$ cat config.mk
export PLATFORM = sky130hd
export DESIGN_NAME = sps_sequencer
export DESIGN_NICKNAME = d
export VERILOG_FILES = /design/src/sps_pkg.sv /design/src/sps_ms_timer.sv /design/src/sps_sequencer.sv
export SDC_FILE = /design/constraint.sdc
export NUM_CORES = 2
export LEC_CHECK = 0
export BUFFER_PORTS_ARGS = -buffer_cell sky130_fd_sc_hd__buf_2
export CAP_MARGIN = 15
export CORE_UTILIZATION = 45
export CTS_BUF_LIST = sky130_fd_sc_hd__clkbuf_2 sky130_fd_sc_hd__clkbuf_4 sky130_fd_sc_hd__clkbuf_8
export CTS_CLUSTER_DIAMETER = 60
export DETAILED_ROUTE_END_ITERATION = 16
export PLACE_DENSITY = 0.67
export SKIP_LAST_GASP = 1
export SLEW_MARGIN = 15
export SYNTH_ARGS = -nofsm -noshare
export SYNTH_HDL_FRONTEND = slang
export SYNTH_SLANG_ARGS = --single-unit
export TNS_END_PERCENT = 20
$ cat constraint.sdc
create_clock -name clk_in -period 42.4 [get_ports clk_in]
set_input_delay 10.6 -clock clk_in [delete_from_list [all_inputs] [get_ports clk_in]]
set_output_delay 10.6 -clock clk_in [all_outputs]
set_load 0.01 [all_outputs]
$ cat src/sps_pkg.sv
`default_nettype none
package sps_pkg;
	// ----------------------------------------------------------------
	// timing
	// ----------------------------------------------------------------
	localparam int unsigned CLK_HZ = 40_000_000;
	localparam int unsigned MS_PER_S = 1000;
	localparam int unsigned TICK_MS = 1; // base time unit in ms
	localparam int unsigned CYCLES_PER_MS = CLK_HZ / MS_PER_S * TICK_MS;

	// ----------------------------------------------------------------
	// sizes and codes
	// ----------------------------------------------------------------
	localparam logic [3:0] NUM_PATHS = 4'h8;
	localparam logic [3:0] HOMING_PATH = 4'h0;
	localparam logic [3:0] FIRST_PATH = 4'h1;
	localparam int SET_COUNT = 16;
	localparam logic [3:0] TYPE_SPEED = 4'h1;
	localparam logic [3:0] BOOT_ON = 4'h1;
	localparam logic [15:0] DWELL_MASK = 16'h7fff;
	localparam logic [31:0] POS_RESET = 32'h0000_0000;

	// ----------------------------------------------------------------
	// path control word fields
	// ----------------------------------------------------------------
	localparam int TYPE_LSB = 0;
	localparam int INS_BIT = 4;
	localparam int OVERLAP_NEXT_BIT_BIT = 5;
	localparam int INC_BIT = 7;
	localparam int RAMP_LSB = 8;
	localparam int SLOW_LSB = 12;
	localparam int VEL_LSB = 16;
	localparam int DWELL_LSB = 20;
	// homing definition word fields
	localparam int BOOT_LSB = 0;
	localparam int FOLLOW_LSB = 4;
	localparam int SLOW2_LSB = 16;

	// ----------------------------------------------------------------
	// types
	// ----------------------------------------------------------------
	typedef enum logic [2:0] {
		SPS_K_VEL, SPS_K_RAMP, SPS_K_DWELL, SPS_K_CTRL,
		SPS_K_TARGET, SPS_K_HOMEDEF, SPS_K_HOMECOORD, SPS_K_SWTRIG
	} sps_kind_t;

	typedef struct packed {
		logic wr;
		sps_kind_t kind;
		logic [3:0] idx;
		logic [31:0] data;
	} sps_param_req_t;

	typedef struct packed {
		logic interrupt_previous_bit;
		logic overlap_next_bit;
		logic inc;
		logic speed;
		logic [3:0] ramp;
		logic [3:0] slow;
		logic [3:0] vel;
		logic [3:0] dwell;
		logic signed [31:0] target;
	} sps_path_t;

	typedef enum logic [2:0] {
		SPS_ST_IDLE, SPS_ST_MOVE, SPS_ST_SPEED, SPS_ST_HOMING,
		SPS_ST_STOPPING, SPS_ST_DWELL
	} sps_state_t;

	// split a stored path into its fields
	function automatic sps_path_t sps_decode(input logic [31:0] w0,
		input logic [31:0] w1);
		sps_path_t p;
		p.interrupt_previous_bit = w0[INS_BIT];
		p.overlap_next_bit = w0[OVERLAP_NEXT_BIT_BIT];
		p.inc = w0[INC_BIT];
		p.speed = (w0[TYPE_LSB +: 4] == TYPE_SPEED);
		p.ramp = w0[RAMP_LSB +: 4];
		p.slow = w0[SLOW_LSB +: 4];
		p.vel = w0[VEL_LSB +: 4];
		p.dwell = w0[DWELL_LSB +: 4];
		p.target = w1;
		return p;
	endfunction : sps_decode
endpackage : sps_pkg
`default_nettype wire

$ cat src/sps_ms_timer.sv
`timescale 1ns/100ps
`default_nettype none
module sps_ms_timer #(
	parameter int unsigned CYCLES_PER_MS = sps_pkg::CYCLES_PER_MS
) (
	input wire logic clk_in,
	input wire logic rst_n_in,
	input wire logic ce_in,
	input wire logic start_in,
	input wire logic [15:0] ms_in,
	output logic tick_out,
	output logic expire_out
);
	localparam logic [15:0] PRE_LAST = 16'(CYCLES_PER_MS - 1);
	localparam logic [15:0] ONE = 16'h0001;
	logic [15:0] pre_reg;
	logic [15:0] rem_reg;
	logic busy_reg;

	// ----------------------------------------------------------------
	// millisecond prescaler
	// ----------------------------------------------------------------
	always_ff @(posedge clk_in or negedge rst_n_in) begin
		if (!rst_n_in) begin
			pre_reg <= '0;
			tick_out <= 1'b0;
		end else if (ce_in && start_in) begin
			// restart so a countdown lasts whole milliseconds
			pre_reg <= '0;
			tick_out <= 1'b0;
		end else if (ce_in) begin
			tick_out <= (pre_reg == PRE_LAST);
			pre_reg <= (pre_reg == PRE_LAST) ? '0 : pre_reg + ONE;
		end
	end

	// ----------------------------------------------------------------
	// countdown in whole ms, one-cycle expire pulse
	// ----------------------------------------------------------------
	always_ff @(posedge clk_in or negedge rst_n_in) begin
		if (!rst_n_in) begin
			rem_reg <= '0;
			busy_reg <= 1'b0;
			expire_out <= 1'b0;
		end else if (ce_in) begin
			expire_out <= 1'b0;
			if (start_in) begin
				rem_reg <= ms_in;
				busy_reg <= 1'b1;
			end else if (busy_reg && rem_reg == '0) begin
				busy_reg <= 1'b0;
				expire_out <= 1'b1;
			end else if (busy_reg && tick_out) begin
				rem_reg <= rem_reg - ONE;
			end
		end
	end
endmodule : sps_ms_timer
`default_nettype wire

$ cat src/sps_sequencer.sv
// How it works
// - path zero homes, paths one to eight stored
// - trigger rising edge starts the selected path
// - halt rising edge stops the running path
// - homing start rising edge begins homing
// - software trigger write launches path immediately
// - sixteen 16-bit velocity settings kept
// - sixteen 16-bit ramp time settings kept
// - sixteen dwell settings, 0 to 32767 ms
// - path is control word plus signed target
// - absolute loads target, incremental adds it
// - interrupt-previous path aborts the running one
// - homing follow-on field picks next path
// - boot field homes at first servo enable
// - homing end sets home coordinate as command position
// - soft limit checks off during homing
// - interrupt outranks overlap of previous path
// - overlap ignored when next is speed command
// - stops keep stepping at path velocity for the ramp time the slowdown field selects
// - running path obeys halt, and soft limits except while homing
// - servo enable loads feedback into positions
// - done drops on accept, rises at end
`timescale 1ns/100ps
`default_nettype none
module sps_sequencer #(
	parameter int unsigned CYCLES_PER_MS = sps_pkg::CYCLES_PER_MS
) (
	input wire logic clk_in,
	input wire logic reset_n_in,
	input wire logic ce_in,
	input wire logic servo_on_in,
	input wire logic path_trigger_input_in,
	input wire logic [2:0] path_select_in,
	input wire logic halt_input_in,
	input wire logic homing_start_input_in,
	input wire logic emergency_halt_input_in,
	input wire logic forward_soft_limit_in,
	input wire logic reverse_soft_limit_in,
	input wire logic index_pulse_in,
	input wire logic [31:0] feedback_pos_in,
	input wire sps_pkg::sps_param_req_t param_req_in,
	input wire sps_pkg::sps_kind_t param_rd_kind_in,
	input wire logic [3:0] param_rd_idx_in,
	output logic [31:0] param_rd_data_out,
	output logic [31:0] cmd_position_out,
	output logic [31:0] end_position_out,
	output logic cmd_done_out,
	output logic homed_out,
	output logic homing_active_out,
	output logic soft_limit_check_out,
	output logic [3:0] active_path_out,
	output logic [15:0] velocity_out,
	output logic [15:0] ramp_time_out
);
	logic rst_meta_reg, rst_n;
	logic trig_q, halt_q, home_q, servo_q;
	logic [15:0] vel_mem [sps_pkg::SET_COUNT];
	logic [15:0] ramp_mem [sps_pkg::SET_COUNT];
	logic [15:0] dwell_mem [sps_pkg::SET_COUNT];
	logic [31:0] ctrl_mem [sps_pkg::NUM_PATHS];
	logic [31:0] tgt_mem [sps_pkg::NUM_PATHS];
	logic [31:0] home_def_reg, home_coord_reg;
	sps_pkg::sps_state_t state;
	sps_pkg::sps_path_t cur_reg, go_path, pend_path, launch_path, home_path;
	logic signed [31:0] cmd_reg, end_reg, go_end, go_target;
	logic signed [31:0] diff, vel32, step_cmd, speed_cmd;
	logic [3:0] cur_num_reg, pend_num_reg, launch_num, go_num, follow;
	logic pend_valid_reg, done_reg, homed_reg, booted_reg;
	logic tmr_start_reg, tick, tmr_expire, near;
	logic [15:0] tmr_ms_reg, stop_ramp;
	logic trig_rise, halt_rise, home_rise, servo_rise;
	logic sw_wr, sw_go, sw_stop, launch_valid, home_launch;
	logic stop_req, moving, stop_hit, go_valid, limit_check;
	// signed zero keeps the direction compare signed
	localparam logic signed [31:0] POS_ZERO = sps_pkg::POS_RESET;

	// ----------------------------------------------------------------
	// reset release and input edges
	// ----------------------------------------------------------------
	always_ff @(posedge clk_in or negedge reset_n_in) begin
		if (!reset_n_in) begin
			rst_meta_reg <= 1'b0;
			rst_n <= 1'b0;
		end else begin
			rst_meta_reg <= 1'b1;
			rst_n <= rst_meta_reg;
		end
	end

	// previous input levels for edge detection
	always_ff @(posedge clk_in or negedge rst_n) begin
		if (!rst_n) begin
			{trig_q, halt_q, home_q, servo_q} <= '0;
		end else if (ce_in) begin
			trig_q <= path_trigger_input_in;
			halt_q <= halt_input_in;
			home_q <= homing_start_input_in;
			servo_q <= servo_on_in;
		end
	end

	assign trig_rise = path_trigger_input_in && !trig_q;
	assign halt_rise = halt_input_in && !halt_q;
	assign home_rise = homing_start_input_in && !home_q;
	assign servo_rise = servo_on_in && !servo_q;

	// ----------------------------------------------------------------
	// parameter storage
	// ----------------------------------------------------------------
	for (genvar g = 0; g < sps_pkg::SET_COUNT; g++) begin : g_set
		// one selectable setting of each kind, plus a path slot for the first eight
		always_ff @(posedge clk_in or negedge rst_n) begin
			if (!rst_n) begin
				vel_mem[g] <= '0;
				ramp_mem[g] <= '0;
				dwell_mem[g] <= '0;
			end else if (ce_in && param_req_in.wr &&
				param_req_in.idx == 4'(g)) begin
				if (param_req_in.kind == sps_pkg::SPS_K_VEL)
					vel_mem[g] <= param_req_in.data[15:0];
				if (param_req_in.kind == sps_pkg::SPS_K_RAMP)
					ramp_mem[g] <= param_req_in.data[15:0];
				if (param_req_in.kind == sps_pkg::SPS_K_DWELL)
					dwell_mem[g] <= param_req_in.data[15:0] &
						sps_pkg::DWELL_MASK;
			end
		end
		if (g < sps_pkg::NUM_PATHS) begin : g_path
			// path g+1 lives in slot g
			always_ff @(posedge clk_in or negedge rst_n) begin
				if (!rst_n) begin
					ctrl_mem[g] <= '0;
					tgt_mem[g] <= '0;
				end else if (ce_in && param_req_in.wr &&
					param_req_in.idx == 4'(g + 1)) begin
					if (param_req_in.kind == sps_pkg::SPS_K_CTRL)
						ctrl_mem[g] <= param_req_in.data;
					if (param_req_in.kind == sps_pkg::SPS_K_TARGET)
						tgt_mem[g] <= param_req_in.data;
				end
			end
		end
	end

	// homing definition and home coordinate
	always_ff @(posedge clk_in or negedge rst_n) begin
		if (!rst_n) begin
			home_def_reg <= '0;
			home_coord_reg <= '0;
		end else if (ce_in && param_req_in.wr) begin
			if (param_req_in.kind == sps_pkg::SPS_K_HOMEDEF)
				home_def_reg <= param_req_in.data;
			if (param_req_in.kind == sps_pkg::SPS_K_HOMECOORD)
				home_coord_reg <= param_req_in.data;
		end
	end

	// registered read of the readable parameters
	always_ff @(posedge clk_in or negedge rst_n) begin
		if (!rst_n) begin
			param_rd_data_out <= '0;
		end else if (ce_in) begin
			param_rd_data_out <= '0;
			if (param_rd_kind_in == sps_pkg::SPS_K_HOMEDEF) begin
				param_rd_data_out <= home_def_reg;
			end else if (param_rd_kind_in == sps_pkg::SPS_K_HOMECOORD) begin
				param_rd_data_out <= home_coord_reg;
			end else if (param_rd_idx_in >= sps_pkg::FIRST_PATH &&
				param_rd_idx_in <= sps_pkg::NUM_PATHS) begin
				if (param_rd_kind_in == sps_pkg::SPS_K_CTRL)
					param_rd_data_out <= ctrl_mem[3'(param_rd_idx_in - 4'h1)];
				else if (param_rd_kind_in == sps_pkg::SPS_K_TARGET)
					param_rd_data_out <= tgt_mem[3'(param_rd_idx_in - 4'h1)];
			end
		end
	end

	// ----------------------------------------------------------------
	// launch and stop sources
	// ----------------------------------------------------------------
	assign sw_wr = param_req_in.wr &&
		param_req_in.kind == sps_pkg::SPS_K_SWTRIG;
	assign sw_go = sw_wr && param_req_in.data <= 32'(sps_pkg::NUM_PATHS);
	assign sw_stop = sw_wr && param_req_in.data > 32'(sps_pkg::NUM_PATHS);
	assign launch_valid = sw_go || home_rise || trig_rise;
	assign launch_num = sw_go ? param_req_in.data[3:0] :
		home_rise ? sps_pkg::HOMING_PATH : {1'b0, path_select_in};
	assign home_launch = launch_valid && launch_num == sps_pkg::HOMING_PATH;
	assign limit_check = (state != sps_pkg::SPS_ST_HOMING);
	assign stop_req = halt_rise || sw_stop || emergency_halt_input_in ||
		(limit_check && (forward_soft_limit_in || reverse_soft_limit_in));
	assign moving = state == sps_pkg::SPS_ST_MOVE ||
		state == sps_pkg::SPS_ST_SPEED || state == sps_pkg::SPS_ST_HOMING;
	assign stop_hit = stop_req && (moving || state == sps_pkg::SPS_ST_DWELL);

	// decoded paths of the launch, the pending slot and the homing word
	assign launch_path = sps_pkg::sps_decode(
		ctrl_mem[3'(launch_num - 4'h1)], tgt_mem[3'(launch_num - 4'h1)]);
	assign pend_path = sps_pkg::sps_decode(
		ctrl_mem[3'(pend_num_reg - 4'h1)], tgt_mem[3'(pend_num_reg - 4'h1)]);
	assign go_path = sps_pkg::sps_decode(
		ctrl_mem[3'(go_num - 4'h1)], tgt_mem[3'(go_num - 4'h1)]);
	// homing keeps velocity zero and stops over its first slowdown
	assign home_path = sps_pkg::sps_decode({8'h00,
		home_def_reg[sps_pkg::DWELL_LSB +: 4], 4'h0,
		home_def_reg[sps_pkg::RAMP_LSB +: 8], 8'h00}, POS_ZERO);
	assign follow = home_def_reg[sps_pkg::FOLLOW_LSB +: 4];
	assign go_target = go_path.target;

	// picks the path that starts this cycle, if any
	always_comb begin
		go_valid = 1'b0;
		go_num = pend_num_reg;
		case (state)
			sps_pkg::SPS_ST_IDLE: go_valid = pend_valid_reg;
			sps_pkg::SPS_ST_MOVE:
				go_valid = tick && near && pend_valid_reg && cur_reg.overlap_next_bit &&
					!pend_path.speed;
			sps_pkg::SPS_ST_DWELL: go_valid = tmr_expire && pend_valid_reg;
			sps_pkg::SPS_ST_HOMING: begin
				go_valid = index_pulse_in && follow != sps_pkg::HOMING_PATH &&
					follow <= sps_pkg::NUM_PATHS;
				go_num = follow;
			end
			default: go_valid = 1'b0;
		endcase
		if (launch_valid && !home_launch &&
			(state == sps_pkg::SPS_ST_IDLE || launch_path.interrupt_previous_bit)) begin
			go_valid = 1'b1;
			go_num = launch_num;
		end
		if (!servo_on_in || servo_rise || stop_hit || home_launch)
			go_valid = 1'b0;
	end

	// ----------------------------------------------------------------
	// position stepping
	// ----------------------------------------------------------------
	assign go_end = go_path.inc ? ((state == sps_pkg::SPS_ST_HOMING) ?
		home_coord_reg : end_reg) + go_path.target : go_path.target;
	assign vel32 = {16'h0000, vel_mem[cur_reg.vel]};
	assign diff = end_reg - cmd_reg;
	assign near = (diff <= vel32) && (diff >= -vel32);
	assign step_cmd = near ? end_reg :
		(diff > POS_ZERO) ? cmd_reg + vel32 : cmd_reg - vel32;
	assign speed_cmd = cur_reg.target[31] ? cmd_reg - vel32 : cmd_reg + vel32;
	assign stop_ramp = ramp_mem[cur_reg.slow];

	sps_ms_timer #(.CYCLES_PER_MS(CYCLES_PER_MS)) u_timer (
		.clk_in(clk_in),
		.rst_n_in(rst_n),
		.ce_in(ce_in),
		.start_in(tmr_start_reg),
		.ms_in(tmr_ms_reg),
		.tick_out(tick),
		.expire_out(tmr_expire)
	);

	// ----------------------------------------------------------------
	// sequencer state, positions and done flag
	// ----------------------------------------------------------------
	always_ff @(posedge clk_in or negedge rst_n) begin
		if (!rst_n) begin
			state <= sps_pkg::SPS_ST_IDLE;
			cmd_reg <= sps_pkg::POS_RESET;
			end_reg <= sps_pkg::POS_RESET;
			cur_reg <= '0;
			cur_num_reg <= sps_pkg::HOMING_PATH;
			pend_valid_reg <= 1'b0;
			pend_num_reg <= sps_pkg::FIRST_PATH;
			done_reg <= 1'b1;
			homed_reg <= 1'b0;
			booted_reg <= 1'b0;
			tmr_start_reg <= 1'b0;
			tmr_ms_reg <= '0;
		end else if (ce_in) begin
			tmr_start_reg <= 1'b0;
			if (!servo_on_in) begin
				state <= sps_pkg::SPS_ST_IDLE;
				pend_valid_reg <= 1'b0;
			end else if (servo_rise) begin
				cmd_reg <= feedback_pos_in;
				end_reg <= feedback_pos_in;
				booted_reg <= 1'b1;
				pend_valid_reg <= 1'b0;
				state <= sps_pkg::SPS_ST_IDLE;
				if (!booted_reg && home_def_reg[sps_pkg::BOOT_LSB +: 4] ==
					sps_pkg::BOOT_ON) begin
					state <= sps_pkg::SPS_ST_HOMING;
					done_reg <= 1'b0;
					homed_reg <= 1'b0;
					cur_reg <= home_path;
					cur_num_reg <= sps_pkg::HOMING_PATH;
				end
			end else if (stop_hit) begin
				pend_valid_reg <= 1'b0;
				if (moving) begin
					state <= sps_pkg::SPS_ST_STOPPING;
					tmr_start_reg <= 1'b1;
					tmr_ms_reg <= stop_ramp;
				end else begin
					state <= sps_pkg::SPS_ST_IDLE;
				end
			end else if (home_launch) begin
				state <= sps_pkg::SPS_ST_HOMING;
				done_reg <= 1'b0;
				homed_reg <= 1'b0;
				cur_reg <= home_path;
				cur_num_reg <= sps_pkg::HOMING_PATH;
				pend_valid_reg <= 1'b0;
			end else if (go_valid) begin
				if (state == sps_pkg::SPS_ST_HOMING) begin
					cmd_reg <= home_coord_reg;
					homed_reg <= 1'b1;
				end
				cur_reg <= go_path;
				cur_num_reg <= go_num;
				pend_valid_reg <= 1'b0;
				done_reg <= 1'b0;
				if (go_path.speed) begin
					state <= sps_pkg::SPS_ST_SPEED;
				end else begin
					state <= sps_pkg::SPS_ST_MOVE;
					end_reg <= go_end;
				end
			end else begin
				if (launch_valid) begin
					pend_valid_reg <= 1'b1;
					pend_num_reg <= launch_num;
				end
				case (state)
					sps_pkg::SPS_ST_MOVE: begin
						if (tick) begin
							cmd_reg <= step_cmd;
							if (near) begin
								done_reg <= 1'b1;
								state <= sps_pkg::SPS_ST_IDLE;
								if (pend_valid_reg) begin
									state <= sps_pkg::SPS_ST_DWELL;
									tmr_start_reg <= 1'b1;
									tmr_ms_reg <= dwell_mem[cur_reg.dwell];
								end
							end
						end
					end
					sps_pkg::SPS_ST_SPEED: begin
						if (tick) begin
							cmd_reg <= speed_cmd;
							end_reg <= speed_cmd;
						end
						if (pend_valid_reg) begin
							state <= sps_pkg::SPS_ST_DWELL;
							tmr_start_reg <= 1'b1;
							tmr_ms_reg <= dwell_mem[cur_reg.dwell];
						end
					end
					sps_pkg::SPS_ST_HOMING: begin
						if (index_pulse_in) begin
							cmd_reg <= home_coord_reg;
							end_reg <= home_coord_reg;
							done_reg <= 1'b1;
							homed_reg <= 1'b1;
							state <= sps_pkg::SPS_ST_IDLE;
						end
					end
					sps_pkg::SPS_ST_STOPPING: begin
						if (tmr_expire) begin
							end_reg <= cmd_reg;
							done_reg <= 1'b1;
							state <= sps_pkg::SPS_ST_IDLE;
						end else if (tick) begin
							cmd_reg <= cur_reg.speed ? speed_cmd : step_cmd;
						end
					end
					sps_pkg::SPS_ST_DWELL: begin
						if (tmr_expire)
							state <= sps_pkg::SPS_ST_IDLE;
					end
					default: state <= sps_pkg::SPS_ST_IDLE;
				endcase
			end
		end
	end

	// outputs
	assign cmd_position_out = cmd_reg;
	assign end_position_out = end_reg;
	assign cmd_done_out = done_reg;
	assign homed_out = homed_reg;
	assign homing_active_out = (state == sps_pkg::SPS_ST_HOMING);
	assign soft_limit_check_out = limit_check;
	assign active_path_out = cur_num_reg;
	assign velocity_out = vel_mem[cur_reg.vel];
	assign ramp_time_out = ramp_mem[cur_reg.ramp];
endmodule : sps_sequencer
`default_nettype wire

**After elaboration in Yosys (flattened, before gate mapping)**

Cells that the tools add are included.

- Bits in latches: 0
- Memories: 0
- Bits of input ports: 93
- ROM bits: 0
- Bits in registers: 1547
- RAM bits: 0

- Add/sub/neg operators: 11
- $lt $le $gt $ge: 16
- Reduce and logical (&&, ||, !) cells: 158
- Bitwise logic cells: 12
- Div/mod/pow operators: 0
- Multiply operators: 0
- Equal/unequal tests: 63
- Mux-type cells: 143
- Shifts and indexed selects: 0

Operators by type and width:

| cell | number |
|---|---|
| two-way mux 32 bit | 33 |
| binary-select mux 32 bit (select 3 bit) | 6 |
| two-way mux 16 bit | 21 |
| binary-select mux 16 bit (select 4 bit) | 4 |
| two-way mux 51 bit | 5 |
| AND reduction 2 bit | 68 |
| case mux 32 bit (4 select lines) | 1 |
| case mux 32 bit (3 select lines) | 1 |
| two-way mux 24 bit | 2 |
| logical AND 1 bit | 42 |
| two-way mux 4 bit | 10 |
| two-way mux 3 bit | 13 |
| two-way mux 1 bit | 38 |
| adder 32 x 17 -> 32 bit | 1 |
| adder 32 bit | 1 |
| == test 4 bit, second input constant | 8 |
| greater-or-equal comparator 32 bit | 1 |
| > comparator 32 x 1 -> 1 bit, second input constant | 1 |
| > comparator 32 x 4 -> 1 bit, second input constant | 1 |
| <= comparator 32 x 17 -> 1 bit | 1 |
| <= comparator 32 x 4 -> 1 bit, second input constant | 1 |
| negator 16 -> 32 bit | 1 |
| case mux 16 bit (2 select lines) | 1 |
| subtractor 32 x 17 -> 32 bit | 1 |
| 56 further kinds | 141 |

**Depth between registers and ports, before layout**

- Depth in word-level cells: 24
- Depth in mapped cells: 45
- Mapped depth without buffers: 37

**Cells and area by module**

From an unflattened synthesis, not the netlist that was laid out.

- Cell total of the unflattened synthesis: 6522
- Area, all modules: 84119.4 µm²

Modules (own cells, without submodules):

| module | sequential area each (µm²) | cells an instance | times used | area each (µm²) |
|---|---|---|---|---|
| sps_sequencer | 37063.0 | 6278 | 1 | 82008.7 |
| sps_ms_timer | 875.8 | 244 | 1 | 2110.8 |

**Worst setup path after synthesis**

No wires, ideal clock.

- Kind: input-to-reg
- From: input param_req_in[21] (netlist name)
- To: register end_reg[27], in the netlist end_position_out[27]
- Required time: 42.276 ns
- Path slack: 23.013 ns
- Setup time: 0.124 ns
- Arrival time: 19.264 ns
- Cell stages on the path: 40
- Buffers on the path: 8
- Cell sequence: nor4_1 > nand4_2 > or3_4 > and3_1 > a21oi_1 > ha_1 > clkbuf_1 > a211oi_1 > o32a_1 > a211oi_1 > a21boi_2 > or4_1 > o21ai_2 > inv_2 > buf_6 > buf_4 > buf_2 > ha_1 > [4 not listed] > buf_2 > buf_2 > buf_2 > a221oi_1 > a221oi_1 > ha_1 > nand3_1 > o211ai_1 > o2111ai_1 > a31oi_1 > o41ai_1 > a31oi_1 > a2111oi_0 > o21bai_1 > xor2_1 > a22o_1 > a211oi_1 > o21ai_1

- Word-level cells in the longest chain between the ends: 23
- Elaborated cells between the ends (all ways): 51
- Those cells by class: add/sub (3); order compare (2); eq/ne (7); mux (19); bitwise (2); reduce/logical (18)

Ends and longest elaborated chain:

| what | line | RTL |
|---|---|---|
| from (decl) | sps_sequencer.sv:41 | `input wire sps_pkg::sps_param_req_t param_req_in,` |
| <= comparator 32 x 4 -> 1 bit | sps_sequencer.sv:183 | `assign sw_go = sw_wr && param_req_in.data <= 32'(sps_pkg::NUM_PATHS);` |
| logical AND 1 bit | sps_sequencer.sv:183 |  |
| two-way mux 4 bit | sps_sequencer.sv:186 | `assign launch_num = sw_go ? param_req_in.data[3:0] :` |
| subtractor 3 x 1 -> 3 bit | - |  |
| inverter 3 -> 4 bit | - |  |
| binary-select mux 32 bit (select 3 bit) | sps_sequencer.sv:198 | `ctrl_mem[3'(launch_num - 4'h1)], tgt_mem[3'(launch_num - 4'h1)]);` |
| two-way mux 5 bit (implied by the code) (2 in series) | sps_sequencer.sv:198 |  |
| logical OR 1 bit | sps_sequencer.sv:228 | `(state == sps_pkg::SPS_ST_IDLE \|\| launch_path.interrupt_previous_bit)) begin` |
| [5 not listed] | - |  |
| two-way mux 32 bit (implied by the code) (2 in series) | sps_sequencer.sv:202 | `ctrl_mem[3'(go_num - 4'h1)], tgt_mem[3'(go_num - 4'h1)]);` |
| adder 32 bit | sps_sequencer.sv:240 | `home_coord_reg : end_reg) + go_path.target : go_path.target;` |
| two-way mux 32 bit | sps_sequencer.sv:239 | `assign go_end = go_path.inc ? ((state == sps_pkg::SPS_ST_HOMING) ?` |
| two-way mux 32 bit | sps_sequencer.sv:320 | `if (go_path.speed) begin` |
| two-way mux 32 bit | sps_sequencer.sv:311 | `end else if (go_valid) begin` |
| two-way mux 32 bit | sps_sequencer.sv:304 | `end else if (home_launch) begin` |
| two-way mux 32 bit | sps_sequencer.sv:295 | `end else if (stop_hit) begin` |
| two-way mux 32 bit | sps_sequencer.sv:281 | `end else if (servo_rise) begin` |
| to (signal assigned) | sps_sequencer.sv:283 | `end_reg <= feedback_pos_in;` |
| to (signal assigned) | sps_sequencer.sv:324 | `end_reg <= go_end;` |
| to (signal assigned) | sps_sequencer.sv:349 | `end_reg <= speed_cmd;` |
| to (decl) | sps_sequencer.sv:65 | `logic signed [31:0] cmd_reg, end_reg, go_end, go_target;` |

Parallel ways exist; a longest one is shown, timed or not. The select of a mux whose other input is x is not followed.
A chain may end at the register's enable or synchronous reset.

**Final worst setup path**

- From: input param_req_in[14] (netlist name)
- To: register end_reg[27], in the netlist end_position_out[27]

The elaborated chain is that of the path after synthesis.

==> key figures <==
Pwr
  • Power density over the cells: 58.15 nW/um^2
  • Final Total Pwr: 5.431 mW
  • Static leakage: 42.86 nW
  • Worst VDD drop: 0.06279 mV

Yosys
  • Post-synthesis cell count: 6624
  • Share of the synthesized area in the top cell type: 0.4508
  • Primary FF master, synth: dfrtp_1
  • Area leader, netlist: dfrtp_1
  • Async SR Flop Fraction: 1.000
  • Ranking of synthesized cells by area: dfrtp_1 (45%), mux2_2 (18%), mux4_2 (13%), mux2i_1 (2.6%), ha_1 (2.2%)
  • Post-synth EDFFs: 0
  • Most common cell in the netlist: dfrtp_1
  • Synthesis Warnings: 0
  • Commonest cells post-synth: dfrtp_1 (1514), mux2_2 (1345), mux4_2 (489)
  • Mapped Area: 84040 sq um
  • Mapped Nets: 6871
  • Avg Inst Size Synth: 12.69 sq um
  • Post-synthesis register bit count: 1516
  • Seq/Total Area, Yosys: 0.4515
  • Synth unique cells: 104

Setup path
  • Slowest CP cell: o41ai_1
  • Setup crit end kind: flop
  • R2r setup slk: 31250 ps
  • CP Class: in -> reg
  • Setup crit start kind: input pin
  • CP max FO: 109
  • Worst r2r src: home_q
  • CP Data Arrival Time: 22820 ps
  • Crit-path max cell delay: 790 ps
  • Worst Reg-to-Reg Cells: 32
  • CP required: 43210 ps
  • RR Endpoint: end_position_out[27]

Status
  • Status: finished clean

Detailed routing
  • Routed WL per cell: 29.26 um
  • Drt total wl: 274700 um
  • Total vias in the final route: 60323
  • DR vias/cell: 6.426
  • TritonRoute pass-1 iters: 8
  • Drt drc: 0
  • Final antenna-violating net count: 0
  • Starting DRT DRC Count: 6652

Floorplan
  • DIE WIDTH: 434.1 um
  • Die height: 434.1 um
  • Starting Density: 0.4532
  • Die area: 188500 sq um
  • Row Count: 158
  • Core area: 185400 sq um
  • Num ports: 229

Cells and area
  • Area Growth Syn to Fin: 11.13%
  • Fill cells: 16144
  • Fin area: 93390 sq um
  • Post-layout util: 0.5037
  • Nets: 6962
  • Layout cells sized above 1: 0.4047

Clocking
  • Sink Count: 1516
  • Clk_lat worst skew: 1040 ps
  • CTS Buf Count: 282
  • Postcts setup bufs: 0
  • H-tree lvl count: 5
  • CTS max path bufs: 4
  • CTS Hold Buffers Added: 0
  • Root buf cell: clkbuf_8
  • Post_cts resized: 0
  • CTS clk-pin slew, worst paths: 70 ps
  • CTS tree: built

STA
  • Worst Skew: 123.0 ps
  • RSZ-0062 raised after global routing: false
  • Minimum clock period: 22010 ps
  • Worst slew pin tran: 1267 ps
  • Crit share post-route: 0.5191
  • Fin. max-slew vios: 0
  • Maximum clock rate: 45.43 MHz
  • Worst Hold Slack: 258.9 ps
  • Worst slew margin: 0.1542
  • Final-report setup violation count: 0
  • Setup TNS: 0 ps
  • Final Hold Fails: 0

Global routing
  • First-pass GRT wire length: 405300 um
  • GRT overflow: 0
  • Antenna violations before repair: 20
  • Vias in the first global route: 60787
  • Largest net degree at the start of global routing: 185
  • Total GRT Usage: 0.2898

Hold path
  • Min-Delay Path Class: reg -> async

Placement
  • Placed Area: 87550 sq um
  • Detailed Place HPWL: 179900 um
  • GP Congestion: 0.9658
  • Port Buf Inserts: 228

Flow run
  • Max-Cap Viols: 0
## cell usage in the layout, fill, tap and decap left out, drive strengths merged, types with 22 or more instances in the layout
master,instances
nand4,33
o22ai,57
o211ai,22
a211oi,31
nand3,80
a222oi,50
nor3,70
o21a,30
nor4,32
o31ai,22
or3,31
inv,107
a22o,28
a21o,44
xor2,27
xnor2,88
and3,28
a221oi,69
nor2b,36
clkbuf,436
o21ai,199
a21oi,197
dfrtp,1514
mux4,489
buf,368
mux2i,219
a22oi,43
mux2,1345
a31oi,31
nor2,232
nand2,471
clkinv,22
nand2b,33
ha,150
## cell type report
type	count	area (sq um)	share of cell area
Sequential cell	1516	37960	0.4065
Timing Repair Buffer	368	2267	0.02428
Antenna cell	11	27.53	0.0002947
Multi-Input combinational cell	4438	43810	0.4691
Clock inverter	30	340.3	0.003644
Tap cell	2480	3103	0.03322
Clock buffer	436	5469	0.05856
Inverter	109	410.4	0.004394
## power breakdown
group          switching (mW)  total, mW  internal (mW)
Combinational            1.31       2.19          0.887
Clock                   0.615       1.47          0.857
Sequential              0.198       1.76           1.57
## worst max-delay path: cells and delay by family
family	cells	cell delay (ps)
simple gates	9	2980
xor+xnor	1	170
buf+inv	5	1870
fa+ha+maj	3	1600
compound gates	17	5290
## how the worst max path moves through the flow
stage	slack (ps)	startpoint	end
CTS	20830	param_req_in[8]	end_position_out[27]
floorplan	17840	rst_n	active_path_out[0]
global route	19920	param_req_in[14]	end_position_out[27]
global placement	19950	param_req_in[8]	end_position_out[31]
detailed placement	19860	param_req_in[8]	end_position_out[27]
finish	20390	param_req_in[14]	end_position_out[27]
## per-stage QoR
stage,setup slack (ps),std cells
floorplan,17840,6624
global placement,19950,8911
detailed placement,19860,8911
CTS,20830,9377
global route,19920,9384
finish,20390,9388
## cells by family after synthesis
| logic type | share of synthesized area |
|---|---|
| buf+inv | 0.03153 |
| fa+ha+maj | 0.02329 |
| xor+xnor | 0.01199 |
| mux | 0.3374 |
| compound gates | 0.08001 |
| simple gates | 0.06432 |
| other cells | 0.00004462 |
| flops | 0.4515 |
## metal layers
layer  global-route usage  vias to the layer above  share of wire
met5                    0                        -       0.000084
li1                     -                    25225              -
met1               0.3826                    31508           0.40
met2               0.4495                     2813           0.47
met3              0.05620                      773          0.076
met4               0.1594                        4          0.059
No activity file was read; power rests on OpenSTA's default activity.
